### config.mk
export PLATFORM = sky130hd
export DESIGN_NAME = scl_lane_config
export DESIGN_NICKNAME = d
export VERILOG_FILES = /design/src/scl_pkg.sv /design/src/scl_edge_pulse.sv /design/src/scl_lane_config.sv
export SDC_FILE = /design/constraint.sdc
export NUM_CORES = 1
export LEC_CHECK = 0
export BUFFER_PORTS_ARGS = -buffer_cell sky130_fd_sc_hd__buf_4
export CORE_MARGIN = 1
export CORE_UTILIZATION = 51
export DETAILED_ROUTE_END_ITERATION = 7
export PLACE_DENSITY = 0.76
export SETUP_SLACK_MARGIN = 0.2
export SLEW_MARGIN = 25
export SYNTH_ARGS = -nofsm -noshare
export SYNTH_HDL_FRONTEND = slang
export SYNTH_SLANG_ARGS = --single-unit
### constraint.sdc
create_clock -name aclk -period 1.79 [get_ports aclk]
set_input_delay 0.2685 -clock aclk [delete_from_list [all_inputs] [get_ports aclk]]
set_output_delay 0.2685 -clock aclk [all_outputs]
set_load 0.01 [all_outputs]
### src/scl_pkg.sv
package scl_pkg;
  // ==========================================================================
  // Register map
  // ==========================================================================
  localparam logic [3:0]  SCL_CFG_OFS        = 4'h0;  // Channel config word
  localparam logic [3:0]  SCL_CTL_OFS        = 4'h4;  // Bypass control word
  localparam logic [3:0]  SCL_STS_OFS        = 4'h8;  // Status word
  // ==========================================================================
  // Field positions of the channel config word
  // ==========================================================================
  localparam int          SCL_HALF_RATE_BIT  = 0;
  localparam int          SCL_RECALC_BIT     = 1;
  localparam int          SCL_CLK_ALIGN_BIT  = 2;
  localparam int          SCL_ATTEN_LSB      = 5;
  localparam int          SCL_TXEN_LSB       = 9;
  localparam int          SCL_BOOST_LSB      = 12;
  localparam int          SCL_PLL_PWR_BIT    = 16;
  localparam int          SCL_RXEN_BIT       = 17;
  localparam int          SCL_DPLL_CLR_BIT   = 18;
  localparam int          SCL_RSV19_LSB      = 19;
  localparam int          SCL_EQ_LSB         = 21;
  localparam int          SCL_DPLL_SEL_LSB   = 24;
  localparam int          SCL_TXCLK_PWR_BIT  = 27;
  localparam int          SCL_LOSS_LSB       = 28;
  localparam int          SCL_ALIGN_BIT      = 30;
  localparam int          SCL_RSV31_BIT      = 31;
  // ==========================================================================
  // Field reset values
  // ==========================================================================
  localparam logic        SCL_HALF_RATE_RST  = 1'h0;
  localparam logic        SCL_RECALC_RST     = 1'h0;
  localparam logic        SCL_CLK_ALIGN_RST  = 1'h1;
  localparam logic [2:0]  SCL_ATTEN_RST      = 3'h0;
  localparam logic [2:0]  SCL_TXEN_RST       = 3'h3;
  localparam logic [3:0]  SCL_BOOST_RST      = 4'hC;
  localparam logic        SCL_PLL_PWR_RST    = 1'h1;
  localparam logic        SCL_RXEN_RST       = 1'h1;
  localparam logic        SCL_DPLL_CLR_RST   = 1'h1;
  localparam logic [1:0]  SCL_RSV19_RST      = 2'h0;
  localparam logic [2:0]  SCL_EQ_RST         = 3'h5;
  localparam logic [2:0]  SCL_DPLL_SEL_RST   = 3'h0;
  localparam logic        SCL_TXCLK_PWR_RST  = 1'h1;
  localparam logic [1:0]  SCL_LOSS_RST       = 2'h0;
  localparam logic        SCL_ALIGN_RST      = 1'h1;
  localparam logic        SCL_RSV31_RST      = 1'h1;
  localparam logic        SCL_BYPASS_RST     = 1'h0;
  // ==========================================================================
  // Encodings
  // ==========================================================================
  localparam logic [2:0]  SCL_TXEN_OFF       = 3'h0;
  localparam logic [2:0]  SCL_TXEN_ON        = 3'h3;
  localparam logic [2:0]  SCL_ATTEN_MAX      = 3'h5;  // 11x reserved above
  localparam logic [1:0]  SCL_LOSS_OFF       = 2'h0;
  localparam logic [1:0]  SCL_LOSS_HEAVY     = 2'h3;
  localparam logic [1:0]  SCL_RESP_OKAY      = 2'h0;
  localparam logic [1:0]  SCL_RESP_SLVERR    = 2'h2;
  localparam logic [31:0] SCL_ZERO_WORD      = 32'h0000_0000;
endpackage

### src/scl_edge_pulse.sv
// ============================================================================
// Rising-edge pulse of a software written level
// ============================================================================
module scl_edge_pulse
(
  // Clock and reset
  input  wire logic aclk,
  input  wire logic aresetn,
  // Level and its reset value
  input  wire logic level,
  input  wire logic level_rst,
  // One-cycle pulse on 0 to 1
  output logic      rise_pulse
);
  logic prev_q;

  // Previous level starts at the field reset value, so a field that resets
  // high does not look like a fresh 0 to 1 edge once reset is released
  always_ff @(posedge aclk)
  begin
    if (!aresetn)
      prev_q <= level_rst;
    else
      prev_q <= level;
  end

  // Armed flag avoids a pulse in the first cycle after reset
  logic armed_q;
  always_ff @(posedge aclk)
  begin
    if (!aresetn)
      armed_q <= 1'b0;
    else
      armed_q <= 1'b1;
  end

  assign rise_pulse = armed_q & level & ~prev_q;

  // ==========================================================================
  // Checks
  // ==========================================================================
  property p_edge_pulse;
    @(posedge aclk) disable iff (!aresetn)
    ($rose(level) && $past(aresetn)) |-> rise_pulse;
  endproperty
  a_edge_pulse: assert property (p_edge_pulse)
    else $error("rising level gave no pulse");

  property p_pulse_single;
    @(posedge aclk) disable iff (!aresetn)
    rise_pulse |=> !rise_pulse;
  endproperty
  a_pulse_single: assert property (p_pulse_single)
    else $error("edge pulse longer than one cycle");

  property p_pulse_cause;
    @(posedge aclk) disable iff (!aresetn)
    rise_pulse |-> (level && !$past(level));
  endproperty
  a_pulse_cause: assert property (p_pulse_cause)
    else $error("edge pulse without rising level");
endmodule

### src/scl_lane_config.sv
module scl_lane_config
  import scl_pkg::*;
(
  // Clock and reset
  input  wire logic        aclk,
  input  wire logic        aresetn,
  // AXI4-Lite write address
  input  wire logic [3:0]  s_axi_awaddr,
  input  wire logic        s_axi_awvalid,
  output logic             s_axi_awready,
  // AXI4-Lite write data
  input  wire logic [31:0] s_axi_wdata,
  input  wire logic [3:0]  s_axi_wstrb,
  input  wire logic        s_axi_wvalid,
  output logic             s_axi_wready,
  // AXI4-Lite write response
  output logic [1:0]       s_axi_bresp,
  output logic             s_axi_bvalid,
  input  wire logic        s_axi_bready,
  // AXI4-Lite read address
  input  wire logic [3:0]  s_axi_araddr,
  input  wire logic        s_axi_arvalid,
  output logic             s_axi_arready,
  // AXI4-Lite read data
  output logic [31:0]      s_axi_rdata,
  output logic [1:0]       s_axi_rresp,
  output logic             s_axi_rvalid,
  input  wire logic        s_axi_rready,
  // Transceiver status (asynchronous)
  input  wire logic        rx_pll_locked,
  // Transceiver controls
  output logic             half_rate,
  output logic             drive_recalc_pulse,
  output logic [2:0]       drive_attenuation,
  output logic [2:0]       tx_enable,
  output logic [3:0]       tx_boost,
  output logic             rx_pll_power,
  output logic             rx_output_enable,
  output logic             dpll_frequency_clear,
  output logic [2:0]       receive_equalizer_level,
  output logic [2:0]       receive_dpll_select,
  output logic             transmit_clock_power,
  output logic [1:0]       signal_loss_filter,
  output logic             word_align_enable
);
  import scl_pkg::*;

  // ==========================================================================
  // Register fields
  // ==========================================================================
  logic       half_rate_q;
  logic       recalc_q;
  logic       clk_align_q;
  logic [2:0] atten_q;
  logic [2:0] txen_q;
  logic [3:0] boost_q;
  logic       pll_pwr_q;
  logic       rxen_q;
  logic       dpll_clr_q;
  logic [1:0] rsv19_q;
  logic [2:0] eq_q;
  logic [2:0] dpll_sel_q;
  logic       txclk_pwr_q;
  logic [1:0] loss_q;
  logic       align_q;
  logic       rsv31_q;
  logic       bypass_q;
  logic       lock_s1_q;
  logic       lock_s2_q;
  logic [31:0] cfg_word;

  // ==========================================================================
  // Write channel
  // ==========================================================================
  logic       aw_held_q;
  logic [3:0] aw_addr_q;
  logic       w_held_q;
  logic [31:0] w_data_q;
  logic [3:0] w_strb_q;
  logic       wr_go;
  logic [31:0] wr_mask;
  logic [31:0] wr_new;

  // Address and data accepted independently, one write in flight
  assign s_axi_awready = ~aw_held_q & ~s_axi_bvalid;
  assign s_axi_wready  = ~w_held_q & ~s_axi_bvalid;
  assign wr_go         = aw_held_q & w_held_q;

  always_ff @(posedge aclk)
  begin
    if (!aresetn)
    begin
      aw_held_q <= 1'b0;
      aw_addr_q <= 4'h0;
    end
    else if (s_axi_awvalid && s_axi_awready)
    begin
      aw_held_q <= 1'b1;
      aw_addr_q <= s_axi_awaddr;
    end
    else if (wr_go)
      aw_held_q <= 1'b0;
  end

  always_ff @(posedge aclk)
  begin
    if (!aresetn)
    begin
      w_held_q <= 1'b0;
      w_data_q <= SCL_ZERO_WORD;
      w_strb_q <= 4'h0;
    end
    else if (s_axi_wvalid && s_axi_wready)
    begin
      w_held_q <= 1'b1;
      w_data_q <= s_axi_wdata;
      w_strb_q <= s_axi_wstrb;
    end
    else if (wr_go)
      w_held_q <= 1'b0;
  end

  // Response: unmapped offsets answer SLVERR and change nothing
  always_ff @(posedge aclk)
  begin
    if (!aresetn)
    begin
      s_axi_bvalid <= 1'b0;
      s_axi_bresp  <= SCL_RESP_OKAY;
    end
    else if (wr_go)
    begin
      s_axi_bvalid <= 1'b1;
      s_axi_bresp  <= (aw_addr_q == SCL_CFG_OFS || aw_addr_q == SCL_CTL_OFS)
                      ? SCL_RESP_OKAY : SCL_RESP_SLVERR;
    end
    else if (s_axi_bready)
      s_axi_bvalid <= 1'b0;
  end

  // Byte-lane merge of the write data into the current word
  genvar gi;
  generate
    for (gi = 0; gi < 4; gi++)
    begin : g_lane
      assign wr_mask[gi*8 +: 8] = {8{w_strb_q[gi]}};
    end
  endgenerate
  assign wr_new = (w_data_q & wr_mask) | (cfg_word & ~wr_mask);

  // ==========================================================================
  // Channel config fields; the word has no reset of its own, only fields
  // ==========================================================================
  always_ff @(posedge aclk)
  begin
    if (!aresetn)
    begin
      half_rate_q <= SCL_HALF_RATE_RST;
      recalc_q    <= SCL_RECALC_RST;
      clk_align_q <= SCL_CLK_ALIGN_RST;
      atten_q     <= SCL_ATTEN_RST;
      txen_q      <= SCL_TXEN_RST;
      boost_q     <= SCL_BOOST_RST;
      pll_pwr_q   <= SCL_PLL_PWR_RST;
      rxen_q      <= SCL_RXEN_RST;
      dpll_clr_q  <= SCL_DPLL_CLR_RST;
      rsv19_q     <= SCL_RSV19_RST;
      eq_q        <= SCL_EQ_RST;
      dpll_sel_q  <= SCL_DPLL_SEL_RST;
      txclk_pwr_q <= SCL_TXCLK_PWR_RST;
      loss_q      <= SCL_LOSS_RST;
      align_q     <= SCL_ALIGN_RST;
      rsv31_q     <= SCL_RSV31_RST;
    end
    else if (wr_go && aw_addr_q == SCL_CFG_OFS)
    begin
      // Values are stored as written so software reads them back
      half_rate_q <= wr_new[SCL_HALF_RATE_BIT];
      recalc_q    <= wr_new[SCL_RECALC_BIT];
      clk_align_q <= wr_new[SCL_CLK_ALIGN_BIT];
      atten_q     <= wr_new[SCL_ATTEN_LSB +: 3];
      txen_q      <= wr_new[SCL_TXEN_LSB +: 3];
      boost_q     <= wr_new[SCL_BOOST_LSB +: 4];
      pll_pwr_q   <= wr_new[SCL_PLL_PWR_BIT];
      rxen_q      <= wr_new[SCL_RXEN_BIT];
      dpll_clr_q  <= wr_new[SCL_DPLL_CLR_BIT];
      rsv19_q     <= wr_new[SCL_RSV19_LSB +: 2];
      eq_q        <= wr_new[SCL_EQ_LSB +: 3];
      dpll_sel_q  <= wr_new[SCL_DPLL_SEL_LSB +: 3];
      txclk_pwr_q <= wr_new[SCL_TXCLK_PWR_BIT];
      loss_q      <= wr_new[SCL_LOSS_LSB +: 2];
      align_q     <= wr_new[SCL_ALIGN_BIT];
      rsv31_q     <= wr_new[SCL_RSV31_BIT];
    end
  end

  // Bypass-initialisation control lives in its own word
  always_ff @(posedge aclk)
  begin
    if (!aresetn)
      bypass_q <= SCL_BYPASS_RST;
    else if (wr_go && aw_addr_q == SCL_CTL_OFS && w_strb_q[0])
      bypass_q <= w_data_q[0];
  end

  // Read image: bits 8, 4 and 3 are read-only zero
  assign cfg_word = {rsv31_q, align_q, loss_q, txclk_pwr_q, dpll_sel_q,
                     eq_q, rsv19_q, dpll_clr_q, rxen_q, pll_pwr_q,
                     boost_q, txen_q, 1'b0, atten_q, 2'b00,
                     clk_align_q, recalc_q, half_rate_q};

  // ==========================================================================
  // PLL lock synchroniser
  // ==========================================================================
  always_ff @(posedge aclk)
  begin
    if (!aresetn)
    begin
      lock_s1_q <= 1'b0;
      lock_s2_q <= 1'b0;
    end
    else
    begin
      lock_s1_q <= rx_pll_locked;
      lock_s2_q <= lock_s1_q;
    end
  end

  // ==========================================================================
  // Rising-edge strobes
  // ==========================================================================
  logic dpll_clr_pulse;

  scl_edge_pulse u_recalc_edge
  (
    .aclk       (aclk),
    .aresetn    (aresetn),
    .level      (recalc_q),
    .level_rst  (SCL_RECALC_RST),
    .rise_pulse (drive_recalc_pulse)
  );

  scl_edge_pulse u_dpll_edge
  (
    .aclk       (aclk),
    .aresetn    (aresetn),
    .level      (dpll_clr_q),
    .level_rst  (SCL_DPLL_CLR_RST),
    .rise_pulse (dpll_clr_pulse)
  );

  // ==========================================================================
  // Transceiver control lines
  // ==========================================================================
  assign half_rate               = half_rate_q;
  assign drive_attenuation       = atten_q;
  assign tx_boost                = boost_q;
  assign dpll_frequency_clear    = dpll_clr_pulse;
  assign receive_equalizer_level = eq_q;
  assign receive_dpll_select     = dpll_sel_q;
  assign transmit_clock_power    = txclk_pwr_q;
  assign signal_loss_filter      = loss_q;
  assign word_align_enable       = align_q;

  // Without bypass the init sequencer owns these; hold them at safe reset
  // values here rather than let software drive the analogue directly
  assign tx_enable    = bypass_q ? txen_q : SCL_TXEN_RST;
  assign rx_pll_power = bypass_q ? pll_pwr_q : SCL_PLL_PWR_RST;
  // Receive output gated until PLL is powered and locked
  assign rx_output_enable = bypass_q & rxen_q & pll_pwr_q
                            & lock_s2_q;

  // ==========================================================================
  // Read channel
  // ==========================================================================
  assign s_axi_arready = ~s_axi_rvalid;

  always_ff @(posedge aclk)
  begin
    if (!aresetn)
    begin
      s_axi_rvalid <= 1'b0;
      s_axi_rdata  <= SCL_ZERO_WORD;
      s_axi_rresp  <= SCL_RESP_OKAY;
    end
    else if (s_axi_arvalid && s_axi_arready)
    begin
      s_axi_rvalid <= 1'b1;
      s_axi_rresp  <= SCL_RESP_OKAY;
      case (s_axi_araddr)
        SCL_CFG_OFS: s_axi_rdata <= cfg_word;
        SCL_CTL_OFS: s_axi_rdata <= {31'h0000_0000, bypass_q};
        SCL_STS_OFS: s_axi_rdata <= {30'h0000_0000, lock_s2_q,
                                     rx_output_enable};
        default:
        begin
          s_axi_rdata <= SCL_ZERO_WORD;
          s_axi_rresp <= SCL_RESP_SLVERR;
        end
      endcase
    end
    else if (s_axi_rready)
      s_axi_rvalid <= 1'b0;
  end

  // ==========================================================================
  // Checks
  // ==========================================================================
  property p_bypass_gate;
    @(posedge aclk) disable iff (!aresetn)
    !bypass_q |-> (tx_enable == SCL_TXEN_RST && !rx_output_enable);
  endproperty
  a_bypass_gate: assert property (p_bypass_gate)
    else $error("controls reached transceiver without bypass");

  property p_rxen_lock;
    @(posedge aclk) disable iff (!aresetn)
    rx_output_enable |-> (rx_pll_power && lock_s2_q);
  endproperty
  a_rxen_lock: assert property (p_rxen_lock)
    else $error("rx enable without pll power and lock");

  property p_write_cfg;
    @(posedge aclk) disable iff (!aresetn)
    (wr_go && aw_addr_q == SCL_CFG_OFS && w_strb_q[3] && w_strb_q[2])
      |=> (eq_q == w_data_q[SCL_EQ_LSB +: 3]
           && align_q == w_data_q[SCL_ALIGN_BIT]);
  endproperty
  a_write_cfg: assert property (p_write_cfg)
    else $error("config write not stored");

  property p_readback;
    @(posedge aclk) disable iff (!aresetn)
    (s_axi_arvalid && s_axi_arready && s_axi_araddr == SCL_CFG_OFS)
      |=> (s_axi_rvalid && s_axi_rdata[8] == 1'b0 && s_axi_rdata[4:3] == 2'b00
           && s_axi_rdata[15:12] == $past(boost_q));
  endproperty
  a_readback: assert property (p_readback)
    else $error("config readback wrong");

  property p_pass_fields;
    @(posedge aclk) disable iff (!aresetn)
    ##1 (half_rate == half_rate_q && signal_loss_filter == loss_q
         && drive_attenuation == cfg_word[7:5]
         && transmit_clock_power == cfg_word[27]);
  endproperty
  a_pass_fields: assert property (p_pass_fields)
    else $error("field not driven to transceiver");
endmodule

==> results by group <==
Global routing
  – First-pass GRT wire length: 15,700 microns
  – Largest net degree at the start of global routing: 43
  – Grt ovf: 0
  – Top Usage Layer GRT: met2
  – Met3 Track Usage GR: 4.02%
  – GR Util met2: 37.7%
  – Vias in the first global route: 3,275
  – Initial antenna violation count: 0
  – Overall routing resource usage: 23.5%
  – GRT met1 Usage: 32.1%

Pwr
  – Combinational group share of total power: 10.1%
  – VDD IR max: 0.000589 V
  – Clock power share: 32.6%
  – LEAKAGE: 0.00217 uW
  – Switching part of the total: 24.3%
  – Sequential share of power: 57.3%
  – Switching pwr: 1060 uW
  – Int Power: 3320 uW
  – Power per cell area: 853 nW/um^2

Detailed routing
  – Initial DRC count: 258
  – Avg WL per Cell: 14.6 microns
  – Average via count per standard cell: 5.33
  – Via count: 3,514
  – Final WL: 9610 microns
  – 1st-pass router iterations: 5
  – Post-route ant nets: 0
  – # DRC: 0

Final layout
  – Commonest non-fill, non-tap cells in the layout: buf_4 (122), nand2_1 (105), dfxtp_1 (105)
  – Area delta synth->final: 26.7%
  – Multi-input logic area: 1670 sq um
  – Non-filler cells in the finished layout: 659
  – Net count, final: 606
  – Proportion of layout cells with a drive suffix above 1: 27.1%
  – Most common cell after layout, fill and taps aside: buf_4
  – Ant. Diodes: 0
  – FILL cells: 617
  – Reg area: 2140 sq um

Worst setup path
  – CP endpoint: rx_output_enable
  – Setup slack on the worst flop-to-flop path: 370 ps
  – Arrival @ worst endpoint: 1170 ps
  – Startpoint Class: flop
  – Worst r2r path cells: 3
  – Cell family with most CP delay: flip-flops
  – Critical path type: flop to output port
  – Worst-path maximum fanout: 7
  – Crit path capture type: output port
  – WP data required: 1520 ps
  – Worst Setup SP: bypass_q
  – WP depth: 2
  – Reg-to-Reg Start: aw_addr_q[2]
  – CP peak stage delay: 450 ps
  – CP max-delay cell: dfxtp_2
  – Crit-path cells: and4_1 > buf_4
  – Buf/Inv on CP: 1

Floorplanning
  – Initial Utilization: 52.7%
  – # rows: 32
  – Die height: 91.1 microns
  – Die Width: 91.1 microns
  – IO Pins: 118
  – Die area: 8300 sq um
  – Core Box Area: 7690 sq um

Logic synthesis
  – Cell Area, Synth: 4050 sq um
  – Top cells by area, synth: dfxtp_1 (53%), nand2_1 (9.7%), a32oi_1 (5.8%)
  – Post-Syn Instances: 456
  – Yosys reg bits: 107
  – Ys Warns: 0
  – Yosys cell types: 36
  – Top cell type's share of synthesized area: 52.9%
  – Post-Syn Area per Cell: 8.88 sq um
  – Top cell type by total area after synthesis: dfxtp_1
  – Seq/Total Area, Yosys: 52.9%

STA
  – TNS Setup: 0 ps
  – Final setup vio count: 0
  – Unrepaired setup endpoints after global routing: false
  – Period minus WS final: 1440 ps
  – FMAX: 696 MHz
  – Final Slew Violations: 0
  – Final hold violation count: 0
  – Period utilization: 80.3%
  – Worst Skew: 7.88 ps

Clock tree
  – Clk sinks: 107
  – Clock Path Buffers: 2
  – Reg clk slew, reported paths: 90 ps
  – Clk_lat worst skew: 350 ps
  – Root Buffer: clkbuf_8
  – Hold Buf Count CTS: 0
  – CTS tree: yes
  – CTS Buf Count: 9
  – H-tree depth: 3

Status
  – Status: finished, final reports clean

Place
  – Placed cell count: 645
  – HPWL Detailed: 6830 microns
  – IO buf count: 109
  – RePlAce Congestion: 0.800

Hold path
  – Hold/Removal Path Class: input pin to flop

Run
  – Max-Cap Viols: 0
-- worst min path at each step --
stage	startpoint	to	slack [ps]	cells past startpoint
floorplan	aresetn	u_recalc_edge.armed_q	300	0
detailed placement	lock_s1_q	lock_s2_q	430	1
global route	rx_pll_locked	lock_s1_q	130	2
global placement	lock_s1_q	lock_s2_q	420	1
CTS	rx_pll_locked	lock_s1_q	110	2
finish	rx_pll_locked	lock_s1_q	120	2
-- layout make-up --
class | count | area share (%)
clock buffer | 10 | 2.68
sequential | 107 | 41.8
clock inverter | 4 | 1.02
timing repair buffer | 123 | 18.2
inverter | 18 | 1.32
tap | 102 | 2.49
multi-input combinational | 295 | 32.5
-- repair_timing --
action,CTS,global route
resized for setup,4,3
setup endpoints to repair,21,28
buffers inserted,0,0
-- cell usage after synthesis (all sizes together) --
library cell  instances
o211ai               11
and2                  3
a31o                  1
a31oi                 2
and4b                 1
nor3b                 2
or4b                  1
dfxtp               107
clkbuf               16
nand4                12
or2b                  1
a211oi                1
and3                  5
nor4                  1
a32oi                27
conb                  1
nand2               105
mux2i                23
nor4b                 1
inv                  18
a41o                  1
and4bb                1
nor2b                 1
buf                  24
a21boi                1
and4                  1
nor2                 41
a21oi                40
nand2b                4
or3b                  1
o2bb2ai               1
nor3                  1
-- power groups by stage --
stage	registers [uW]	logic [uW]	clock network, uW
final	2510	442	1430
after detailed placement	2560	440	0
after CTS	2510	443	1450
after global routing	2520	489	1520
after floorplan	2550	263	0
after global placement	2560	433	0
-- layer usage --
layer	share of wire, %	wire, microns
met1	45	4370
met2	47	4510
met3	6.2	592
met4	1.5	141
met5	0	0
-- logic make-up (layout without fill, tap and decap cells) --
group	Yosys count	count (layout)	share of synthesized area, %
simple gates	182	182	20.4
flops	107	107	52.9
buf+inv	58	155	6.73
compound gates	85	85	14.3
other cells	1	5	0.0926
mux	23	23	5.68
-- worst register-to-register path: stages, from the launching register on --
cell,delay [ps]
dfxtp_1,330
and4bb_4,440
and3_2,340
mux2i_1,240
-- through the flow --
stage,worst slack [ps],util [%],hold slack [ps],instance area [sq um],power [uW]
6_report,353,66.8,120,5130,4380
5_1_grt,289,66.8,125,5130,4530
4_1_cts,215,66.7,113,5130,4400
3_5_place_dp,140,64.2,431,4930,3000
3_3_place_gp,227,64.2,424,4930,2990
2_1_floorplan,465,-,296,4070,2810
Power figures use the tool's default switching activity.
